<file path="src/pau_pkg.sv">
// Package with register map, field positions, reset values and types of the port A pin block.
package pau_pkg;

    // ***********************************************************************
    // Register map (byte addresses, one aligned word each)
    // ***********************************************************************
    localparam logic [7:0] OFF_PIN_LEVEL_A   = 8'h00;
    localparam logic [7:0] OFF_OUTPUT_LATCH  = 8'h04;
    localparam logic [7:0] OFF_DIRECTION_A   = 8'h08;
    localparam logic [7:0] OFF_ANALOG_SEL_A  = 8'h0C;
    localparam logic [7:0] OFF_SLEW_RATE     = 8'h10;
    localparam logic [7:0] OFF_OSC_CONFIG    = 8'h14;
    localparam logic [7:0] OFF_PERIPH_CTRL   = 8'h18;

    // ***********************************************************************
    // Field layouts and reset values
    // ***********************************************************************
    localparam logic [7:0] ANSEL_IMPL_MASK   = 8'h2F;
    localparam logic [7:0] SLEW_IMPL_MASK    = 8'h1F;
    localparam logic [7:0] OSC_IMPL_MASK     = 8'h07;
    localparam logic [7:0] LATCH_RESET       = 8'h00;
    localparam logic [7:0] DIR_RESET         = 8'hFF;
    localparam logic [7:0] ANSEL_RESET       = 8'h2F;
    localparam logic [7:0] SLEW_RESET        = 8'h1F;
    localparam logic [7:0] PERIPH_RESET      = 8'h00;
    localparam int         OSC_MODE_LSB      = 0;
    localparam int         CLKOUT_EN_BIT     = 2;
    localparam int         BIT_PIN6          = 6;
    localparam int         BIT_PIN7          = 7;
    localparam int         PERIPH_EN_LSB     = 0;
    localparam int         PERIPH_VAL_LSB    = 8;
    localparam int         NPINS             = 8;
    localparam logic [1:0] QUARTER_WRAP      = 2'h3;
    localparam logic [1:0] RESP_OKAY         = 2'h0;
    localparam logic [1:0] RESP_SLVERR       = 2'h2;

    // Oscillator mode selection held in the oscillator configuration register.
    typedef enum logic [1:0]
    {
        PAU_OSC_INTERNAL = 2'h0,
        PAU_OSC_RC       = 2'h1,
        PAU_OSC_EXTERNAL = 2'h2,
        PAU_OSC_CRYSTAL  = 2'h3
    } pau_osc_mode_t;

    localparam logic [2:0] OSC_RESET = {1'b0, PAU_OSC_INTERNAL};

    // Pin bundle toward the pads.
    typedef struct packed
    {
        logic [7:0] dout;
        logic [7:0] oe;
    } pau_pad_out_t;

    // Alternate peripheral outputs that outrank the latch.
    typedef struct packed
    {
        logic [7:0] en;
        logic [7:0] val;
    } pau_periph_t;

endpackage

</file>
<file path="src/pau_port.sv">
// Port A pin logic with AXI4-Lite register slave and oscillator-shared upper pins.
// Functional notes
// - Latch drives pin six only in internal oscillator mode without clock output.
// - Pin six reads its level only in internal oscillator mode without clock output.
// - RC mode drives pin six with quarter-rate clock, ignoring the direction bit.
// - External oscillator modes block the latch from driving pin seven.
// - External oscillator modes disable the digital input of pin seven.
// - Unimplemented register bits read zero and ignore writes.
// - Direction one makes input with driver off; zero drives latch onto pin.
// - Latch register reads and writes the latched value, not the pin.
// - Enabled peripheral output outranks the port latch on a pin.
module pau_port
    import pau_pkg::*;
(
    input  wire logic        aclk,
    input  wire logic        aresetn,
    input  wire logic [7:0]  s_axi_awaddr,
    input  wire logic        s_axi_awvalid,
    output logic             s_axi_awready,
    input  wire logic [31:0] s_axi_wdata,
    input  wire logic [3:0]  s_axi_wstrb,
    input  wire logic        s_axi_wvalid,
    output logic             s_axi_wready,
    output logic [1:0]       s_axi_bresp,
    output logic             s_axi_bvalid,
    input  wire logic        s_axi_bready,
    input  wire logic [7:0]  s_axi_araddr,
    input  wire logic        s_axi_arvalid,
    output logic             s_axi_arready,
    output logic [31:0]      s_axi_rdata,
    output logic [1:0]       s_axi_rresp,
    output logic             s_axi_rvalid,
    input  wire logic        s_axi_rready,
    input  wire logic [7:0]  pad_in,
    output pau_pad_out_t     pad_out,
    output logic [7:0]       slew_limit
);

    // ***********************************************************************
    // Registers
    // ***********************************************************************
    logic [7:0]    latch_ff;
    logic [7:0]    dir_ff;
    logic [7:0]    ansel_ff;
    logic [7:0]    slew_ff;
    logic [2:0]    osc_ff;
    pau_periph_t   periph_ff;
    pau_pad_out_t  pad_ff;
    logic [1:0]    quarter_ff;
    logic          awready_ff;
    logic          wready_ff;
    logic [7:0]    awaddr_ff;
    logic [31:0]   wdata_ff;
    logic [3:0]    wstrb_ff;
    logic          bvalid_ff;
    logic [1:0]    bresp_ff;
    logic          rvalid_ff;
    logic          arready_ff;
    logic [31:0]   rdata_ff;
    logic [1:0]    rresp_ff;
    logic [7:0]    pin_sync;
    logic [7:0]    pin_read;
    logic [7:0]    dig_in_en;
    logic          int_osc;
    logic          clkout_en;
    logic          ext_osc;
    logic          rc_mode;
    logic          do_write;
    logic          nxt_write_ok;
    logic [31:0]   nxt_rdata;
    logic          nxt_read_ok;
    pau_pad_out_t  nxt_pad;

    pau_sync pau_sync_inst
    (
        .aclk    (aclk),
        .aresetn (aresetn),
        .din     (pad_in),
        .dout    (pin_sync)
    );

    // ***********************************************************************
    // Oscillator-mode decode
    // ***********************************************************************
    assign rc_mode   = (osc_ff[1:0] == PAU_OSC_RC);
    assign int_osc   = (osc_ff[1:0] == PAU_OSC_INTERNAL);
    assign ext_osc   = !int_osc;
    assign clkout_en = osc_ff[CLKOUT_EN_BIT] || rc_mode;

    // Digital input enables: analog select kills the buffer, the upper pins depend on the oscillator.
    always_comb
    begin
        dig_in_en            = ~ansel_ff;
        dig_in_en[BIT_PIN6]  = int_osc && !clkout_en;
        dig_in_en[BIT_PIN7]  = !ext_osc;
        pin_read             = pin_sync & dig_in_en;
    end

    // ***********************************************************************
    // Pad drive
    // ***********************************************************************
    always_comb
    begin
        for (int i = 0; i < NPINS; i++)
        begin
            if (periph_ff.en[i])
            begin
                nxt_pad.oe[i]   = 1'b1;
                nxt_pad.dout[i] = periph_ff.val[i];
            end
            else
            begin
                nxt_pad.oe[i]   = !dir_ff[i];
                nxt_pad.dout[i] = latch_ff[i];
            end
        end
        // Outside internal mode without clock output the oscillator owns pin six, and outside internal mode pin seven; peripherals and the latch lose them there.
        if (rc_mode)
        begin
            nxt_pad.oe[BIT_PIN6]   = 1'b1;
            nxt_pad.dout[BIT_PIN6] = quarter_ff[1];
        end
        else if (!(int_osc && !clkout_en))
        begin
            nxt_pad.oe[BIT_PIN6]   = 1'b0;
            nxt_pad.dout[BIT_PIN6] = 1'b0;
        end
        if (ext_osc)
        begin
            nxt_pad.oe[BIT_PIN7]   = 1'b0;
            nxt_pad.dout[BIT_PIN7] = 1'b0;
        end
    end

    // The block clock stands in for the oscillator input; bit one of a two-bit count toggles every two cycles.
    always_ff @(posedge aclk)
    begin
        if (!aresetn)
            quarter_ff <= 2'h0;
        else if (quarter_ff == QUARTER_WRAP)
            quarter_ff <= 2'h0;
        else
            quarter_ff <= quarter_ff + 2'h1;
    end

    always_ff @(posedge aclk)
    begin
        if (!aresetn)
        begin
            pad_ff     <= '0;
            slew_limit <= SLEW_RESET;
        end
        else
        begin
            pad_ff     <= nxt_pad;
            slew_limit <= slew_ff;
        end
    end

    assign pad_out = pad_ff;

    // ***********************************************************************
    // AXI4-Lite write channel
    // ***********************************************************************
    assign do_write = !awready_ff && !wready_ff && !bvalid_ff;

    always_comb
    begin
        case (awaddr_ff)
            OFF_PIN_LEVEL_A, OFF_OUTPUT_LATCH, OFF_DIRECTION_A, OFF_ANALOG_SEL_A,
            OFF_SLEW_RATE, OFF_OSC_CONFIG, OFF_PERIPH_CTRL: nxt_write_ok = 1'b1;
            default:                                        nxt_write_ok = 1'b0;
        endcase
    end

    always_ff @(posedge aclk)
    begin
        if (!aresetn)
        begin
            awready_ff <= 1'b1;
            wready_ff  <= 1'b1;
            awaddr_ff  <= 8'h00;
            wdata_ff  <= 32'h0000_0000;
            wstrb_ff  <= 4'h0;
            bvalid_ff <= 1'b0;
            bresp_ff  <= RESP_OKAY;
        end
        else
        begin
            if (s_axi_awvalid && awready_ff)
            begin
                awready_ff <= 1'b0;
                awaddr_ff <= {s_axi_awaddr[7:2], 2'b00};
            end
            if (s_axi_wvalid && wready_ff)
            begin
                wready_ff <= 1'b0;
                wdata_ff <= s_axi_wdata;
                wstrb_ff <= s_axi_wstrb;
            end
            if (do_write)
            begin
                awready_ff <= 1'b1;
                wready_ff  <= 1'b1;
                bvalid_ff  <= 1'b1;
                bresp_ff  <= nxt_write_ok ? RESP_OKAY : RESP_SLVERR;
            end
            else if (bvalid_ff && s_axi_bready)
                bvalid_ff <= 1'b0;
        end
    end

    // Writing the pin-level register lands in the latch, as on a classic port.
    always_ff @(posedge aclk)
    begin
        if (!aresetn)
        begin
            latch_ff  <= LATCH_RESET;
            dir_ff    <= DIR_RESET;
            ansel_ff  <= ANSEL_RESET;
            slew_ff   <= SLEW_RESET;
            osc_ff    <= OSC_RESET;
            periph_ff <= {PERIPH_RESET, PERIPH_RESET};
        end
        else if (do_write && wstrb_ff[0])
        begin
            case (awaddr_ff)
                OFF_PIN_LEVEL_A,
                OFF_OUTPUT_LATCH: latch_ff <= wdata_ff[7:0];
                OFF_DIRECTION_A:  dir_ff   <= wdata_ff[7:0];
                OFF_ANALOG_SEL_A: ansel_ff <= wdata_ff[7:0] & ANSEL_IMPL_MASK;
                OFF_SLEW_RATE:    slew_ff  <= wdata_ff[7:0] & SLEW_IMPL_MASK;
                OFF_OSC_CONFIG:   osc_ff   <= wdata_ff[2:0];
                OFF_PERIPH_CTRL:  periph_ff.en <= wdata_ff[PERIPH_EN_LSB +: 8];
                default:          latch_ff <= latch_ff;
            endcase
            if (awaddr_ff == OFF_PERIPH_CTRL && wstrb_ff[1])
                periph_ff.val <= wdata_ff[PERIPH_VAL_LSB +: 8];
        end
    end

    assign s_axi_awready = awready_ff;
    assign s_axi_wready  = wready_ff;
    assign s_axi_bvalid  = bvalid_ff;
    assign s_axi_bresp   = bresp_ff;

    // ***********************************************************************
    // AXI4-Lite read channel
    // ***********************************************************************
    always_comb
    begin
        nxt_read_ok = 1'b1;
        case ({s_axi_araddr[7:2], 2'b00})
            OFF_PIN_LEVEL_A:  nxt_rdata = {24'h0, pin_read};
            OFF_OUTPUT_LATCH: nxt_rdata = {24'h0, latch_ff};
            OFF_DIRECTION_A:  nxt_rdata = {24'h0, dir_ff};
            OFF_ANALOG_SEL_A: nxt_rdata = {24'h0, ansel_ff & ANSEL_IMPL_MASK};
            OFF_SLEW_RATE:    nxt_rdata = {24'h0, slew_ff & SLEW_IMPL_MASK};
            OFF_OSC_CONFIG:   nxt_rdata = {29'h0, osc_ff};
            OFF_PERIPH_CTRL:  nxt_rdata = {16'h0, periph_ff.val, periph_ff.en};
            default:
            begin
                nxt_rdata   = 32'h0000_0000;
                nxt_read_ok = 1'b0;
            end
        endcase
    end

    always_ff @(posedge aclk)
    begin
        if (!aresetn)
        begin
            rvalid_ff  <= 1'b0;
            arready_ff <= 1'b1;
            rdata_ff   <= 32'h0000_0000;
            rresp_ff   <= RESP_OKAY;
        end
        else if (s_axi_arvalid && !rvalid_ff)
        begin
            rvalid_ff  <= 1'b1;
            arready_ff <= 1'b0;
            rdata_ff   <= nxt_rdata;
            rresp_ff   <= nxt_read_ok ? RESP_OKAY : RESP_SLVERR;
        end
        else if (rvalid_ff && s_axi_rready)
        begin
            rvalid_ff  <= 1'b0;
            arready_ff <= 1'b1;
        end
    end

    assign s_axi_arready = arready_ff;
    assign s_axi_rvalid  = rvalid_ff;
    assign s_axi_rdata   = rdata_ff;
    assign s_axi_rresp   = rresp_ff;

    // ***********************************************************************
    // Assertions
    // ***********************************************************************
    a_pin6_latch_gate: assert property (@(posedge aclk) disable iff (!aresetn)
        (!rc_mode && !(int_osc && !clkout_en)) |=> !pad_ff.oe[BIT_PIN6])
        else $error("pin six driven outside internal oscillator mode");

    a_pin6_read_gate: assert property (@(posedge aclk) disable iff (!aresetn)
        (s_axi_arvalid && !rvalid_ff && {s_axi_araddr[7:2], 2'b00} == OFF_PIN_LEVEL_A && !(int_osc && !clkout_en))
        |=> !s_axi_rdata[BIT_PIN6])
        else $error("pin six level leaked into read");

    a_rc_clock_out: assert property (@(posedge aclk) disable iff (!aresetn)
        (rc_mode && $past(rc_mode)) |=> (pad_ff.oe[BIT_PIN6] && pad_ff.dout[BIT_PIN6] == $past(quarter_ff[1])))
        else $error("clock output missing on pin six in RC mode");

    a_rc_quarter_rate: assert property (@(posedge aclk) disable iff (!aresetn)
        $rose(quarter_ff[1]) |=> quarter_ff[1] ##1 !quarter_ff[1] ##1 !quarter_ff[1] ##1 quarter_ff[1])
        else $error("clock output not at one quarter rate");

    a_pin7_drive_off: assert property (@(posedge aclk) disable iff (!aresetn)
        ext_osc |=> !pad_ff.oe[BIT_PIN7])
        else $error("pin seven driven in external oscillator mode");

    a_pin7_input_off: assert property (@(posedge aclk) disable iff (!aresetn)
        ext_osc |-> !pin_read[BIT_PIN7])
        else $error("pin seven input active in external oscillator mode");

    a_ansel_reserved: assert property (@(posedge aclk) disable iff (!aresetn)
        (ansel_ff & ~ANSEL_IMPL_MASK) == 8'h00 && (slew_ff & ~SLEW_IMPL_MASK) == 8'h00)
        else $error("unimplemented bits hold ones");

    a_dir_drive: assert property (@(posedge aclk) disable iff (!aresetn)
        (!periph_ff.en[0] && !dir_ff[0]) |=> (pad_ff.oe[0] && pad_ff.dout[0] == $past(latch_ff[0])))
        else $error("cleared direction bit does not drive the latch");

    a_latch_readback: assert property (@(posedge aclk) disable iff (!aresetn)
        (s_axi_arvalid && !rvalid_ff && {s_axi_araddr[7:2], 2'b00} == OFF_OUTPUT_LATCH)
        |=> s_axi_rdata[7:0] == $past(latch_ff))
        else $error("latch read does not return latched value");

    a_periph_prio: assert property (@(posedge aclk) disable iff (!aresetn)
        (periph_ff.en[1] && dir_ff[1]) |=> (pad_ff.oe[1] && pad_ff.dout[1] == $past(periph_ff.val[1])))
        else $error("peripheral does not outrank latch");

    a_ansel_input: assert property (@(posedge aclk) disable iff (!aresetn)
        ansel_ff[3] |-> !pin_read[3])
        else $error("analog pin digital input not disabled");

endmodule

</file>
<file path="src/pau_sync.sv">
// Three-stage input synchroniser with agreement filter for the pad inputs.
module pau_sync
    import pau_pkg::*;
(
    input  wire logic             aclk,
    input  wire logic             aresetn,
    input  wire logic [NPINS-1:0] din,
    output logic      [NPINS-1:0] dout
);

    logic [NPINS-1:0] s1_ff;
    logic [NPINS-1:0] s2_ff;
    logic [NPINS-1:0] s3_ff;
    logic [NPINS-1:0] out_ff;

    always_ff @(posedge aclk)
    begin
        if (!aresetn)
        begin
            s1_ff <= '0;
            s2_ff <= '0;
            s3_ff <= '0;
        end
        else
        begin
            s1_ff <= din;
            s2_ff <= s1_ff;
            s3_ff <= s2_ff;
        end
    end

    // A level is accepted only once stages two and three agree, filtering a one-cycle glitch.
    genvar gi;
    generate
        for (gi = 0; gi < NPINS; gi++)
        begin : g_filt
            always_ff @(posedge aclk)
            begin
                if (!aresetn)
                    out_ff[gi] <= 1'b0;
                else if (s2_ff[gi] == s3_ff[gi])
                    out_ff[gi] <= s3_ff[gi];
            end
        end
    endgenerate

    assign dout = out_ff;

endmodule

</file>
<file path="config.mk">
export PLATFORM = sky130hd
export DESIGN_NAME = pau_port
export DESIGN_NICKNAME = d
export VERILOG_FILES = /design/src/pau_pkg.sv /design/src/pau_port.sv /design/src/pau_sync.sv
export SDC_FILE = /design/constraint.sdc
export NUM_CORES = 1
export LEC_CHECK = 0
export CAP_MARGIN = 20
export CORE_ASPECT_RATIO = 2
export CORE_MARGIN = 2
export CORE_UTILIZATION = 56
export DETAILED_ROUTE_END_ITERATION = 8
export DONT_BUFFER_PORTS = 1
export PLACE_DENSITY = 0.77
export SYNTH_ARGS = -nofsm -noshare
export SYNTH_HDL_FRONTEND = slang
export SYNTH_SLANG_ARGS = --single-unit
export TNS_END_PERCENT = 50
</file>
<file path="constraint.sdc">
create_clock -name aclk -period 1.5 [get_ports aclk]
set_input_delay 0.15 -clock aclk [delete_from_list [all_inputs] [get_ports aclk]]
set_output_delay 0.15 -clock aclk [all_outputs]
set_load 0.05 [all_outputs]
</file>
==> metrics <==
outcome complete, no violations; # setup viols final 0; antenna viol nets, final 0; RSZ-0062 raised after global routing yes; I/O pin count 132; Core Region 0.01008 mm^2; Commonest cells post-synth dfxtp_1, nand2_1, mux2i_1; flops & latches, synth 147; final hold vios 0; post-route minimum period 1477 ps; Top FF cell, synth dfxtp_1; final slew viol count 0; P_leak 0.003269 uW; Die W 75.65 um; Final Hold Slack 52.57 ps; Die Area 0.01114 mm^2; initial antenna violation count 0; max cap viols 0; Total Nets Final 762; skew final 6.987 ps; gpl congestion 0.8968; Least-Margin Pin Slew 511.2 ps; largest area contributor in the netlist dfxtp_1; htree depth 4; HP Class in2reg; max_slew headroom 65.87%; via/cell ratio 5.380; Design Power 9187 uW; fraction of layout cells with a size suffix above 1 13.01%; CTS tree built; fraction of registers with async set/reset 0%; Num CTS Buffers 17; Initial DRC Count 333; global-route wire length before repair 22.90 mm; Inserted Diodes 0; Setup Crit Path Kind reg2reg; register area 0.002953 mm^2; placed cell count 722; Tot GR Track Use 27.35%; Area Overhead vs Synth 32.30%; # rows 52; post-synthesis area per instance 9.913 um^2; library cells used by synthesis 44; clk_lat worst skew 420 ps; Synth area leaders dfxtp_1, mux2i_1, a21boi_0; Post-route DRC 0; Critical Path Fanout Max 7; Initial DRT Pass Iterations 5; clk sinks 147; DR WL/cell 17.02 um; largest net degree at the start of global routing 92; type of element capturing the critical path flop; most frequent cell after synthesis dfxtp_1; EDFF count, synth 0; WP buf/inv 1; Buffers on Ports 0; Starting Density 57.01%; WP data required 1860 ps; fill cell count 665; Cells after Synth 580; worst endpoint data arrival time 1830 ps; Mapped Area 0.005749 mm^2; CTS root buf clkbuf_16; part of the cycle the worst path needs 98.46%; global route overflow 0; multi-input logic area 0.002596 mm^2; deepest clock path buffer count 2; crit-path cells nand2b_1 > or4b_1 > buf_6 > a221oi_2 > a21o_1; HPWL Detailed 8.652 mm; CP startpoint kind flop; Slowest-stage cell, CP or4b_1; clk slew on worst S/H paths 60 ps; Vias 4530; max incr delay on CP 500 ps; share of the synthesized area in the top cell type 51.19%; Worst VDD drop 1.083 mV; cell area power density 1208 mW/mm^2; CP top delay family simple AND/OR/NAND/NOR gates; Die Y 147.3 um; Post-Layout Cell Count 842; final WL 14.33 mm; Max Clock Freq 677.1 MHz; vias in the first global route 4590; YS warnings 0; post-synthesis sequential area ratio 51.19%
layer usage:
metal  GRT usage, %  vias up  routed length (um)
met1          28.39     2179                5226
met4          12.72        0                 634
li1               -     2172                   -
met2          48.74      136                7986
met3          7.133       43                 483
met5              0        -                   0
timing repair:
item | in CTS | in global routing
pin swaps | 1 | 3
endpoints found under the hold margin | 144 | 0
gates resized for setup | 1 | 18
hold buffers | 88 | 0
setup buffers | 0 | 0
endpoints found under the setup margin | 1 | 51
through the flow:
step	worst slack [ps]	area [um^2]	util, %	TNS (ps)
after floorplan	-102.5	5848	-	-4244
final	23.17	7606	75.42	0
after global placement	10.32	6012	59.62	0
after global routing	-31.13	7606	75.42	-174.6
after CTS	0.5668	7547	74.84	0
after detailed placement	-15.08	6012	59.62	-20.63
flip-flops by register name (all words and copies together), names as in the netlist, 2 cells and up:
register	flops
ansel_ff	5
awaddr_ff	6
dir_ff	8
latch_ff	8
osc_ff	3
pad_out	16
pau_sync_inst.dout	8
pau_sync_inst.s1_ff	8
pau_sync_inst.s2_ff	8
pau_sync_inst.s3_ff	8
periph_ff	16
quarter_ff	2
s_axi_rdata	16
slew_ff	5
slew_limit	5
wdata_ff	16
wstrb_ff	2
tightest hold or removal path, stage by stage:
cell and delay [ps]:
nand2_1 110, nand2_1 100, a21boi_1 60
where the power goes:
group          switching, uW  total (uW)  internal [uW]
Sequential              80.3        4080           4000
Clock                   1550        4440           2880
Combinational            385         671            286
placed cells by master (no fill, tap or decap), types with 3 or more instances in the layout:
cell type	Yosys	final
dfxtp_1	147	141
dlygate4sd3_1	0	87
nand2_1	80	79
mux2i_1	64	64
nor2b_1	48	47
a21boi_0	40	38
buf_4	21	32
and2_1	28	28
conb_1	1	21
o21ai_0	19	18
clkbuf_16	0	18
a21oi_1	12	12
nand2b_1	10	10
a22oi_1	8	8
inv_1	8	8
nand3_1	8	8
nor2_1	6	6
nor3_1	5	5
a221oi_1	6	5
dfxtp_2	0	5
buf_6	0	5
or3b_2	4	4
clkbuf_8	0	4
nand3b_1	3	3
a221oi_2	2	3
o2bb2ai_1	3	3
nand4_2	4	3
bufinv_16	0	3
clkinv_2	0	3
cell families (layout without fill, tap and decap cells):
group	after synthesis	in the layout	share of synthesized area, %
AND/OR/NAND/NOR	211	211	20.24
buffers and inverters	60	167	5.419
AO/OA/AOI/OAI	96	96	11.73
adder cells (fa/ha/maj)	1	1	0.2176
multiplexers	64	64	11.14
flip-flops	147	147	51.19
other	1	21	0.06523
worst paths after layout:
| check | end | cells past startpoint | slack, ps | startpoint |
|---|---|---|---|---|
| setup reg to reg | s_axi_rdata[6]$_SDFFE_PN0P_ | 5 | 20 | s_axi_rvalid$_SDFFE_PN0P_ |
| hold reg to reg | s_axi_rdata[3]$_SDFFE_PN0P_ | 2 | 460 | s_axi_rdata[3]$_SDFFE_PN0P_ |
| setup / recovery | s_axi_rdata[6]$_SDFFE_PN0P_ | 5 | 20 | s_axi_rvalid$_SDFFE_PN0P_ |
| hold / removal | awaddr_ff[7]$_SDFFE_PN0P_ | 3 | 50 | s_axi_awvalid |
final cells by class:
class                   count  share of cell area, %
flip-flops and latches    147                  38.82
multi-input cells         393                  34.13
repair buffers            127                  16.10
clock buffers              24                  6.745
well taps                 135                  2.221
clock inverters             8                  1.579
inverters                   8                 0.3948
(Power assumes the default switching activity.)
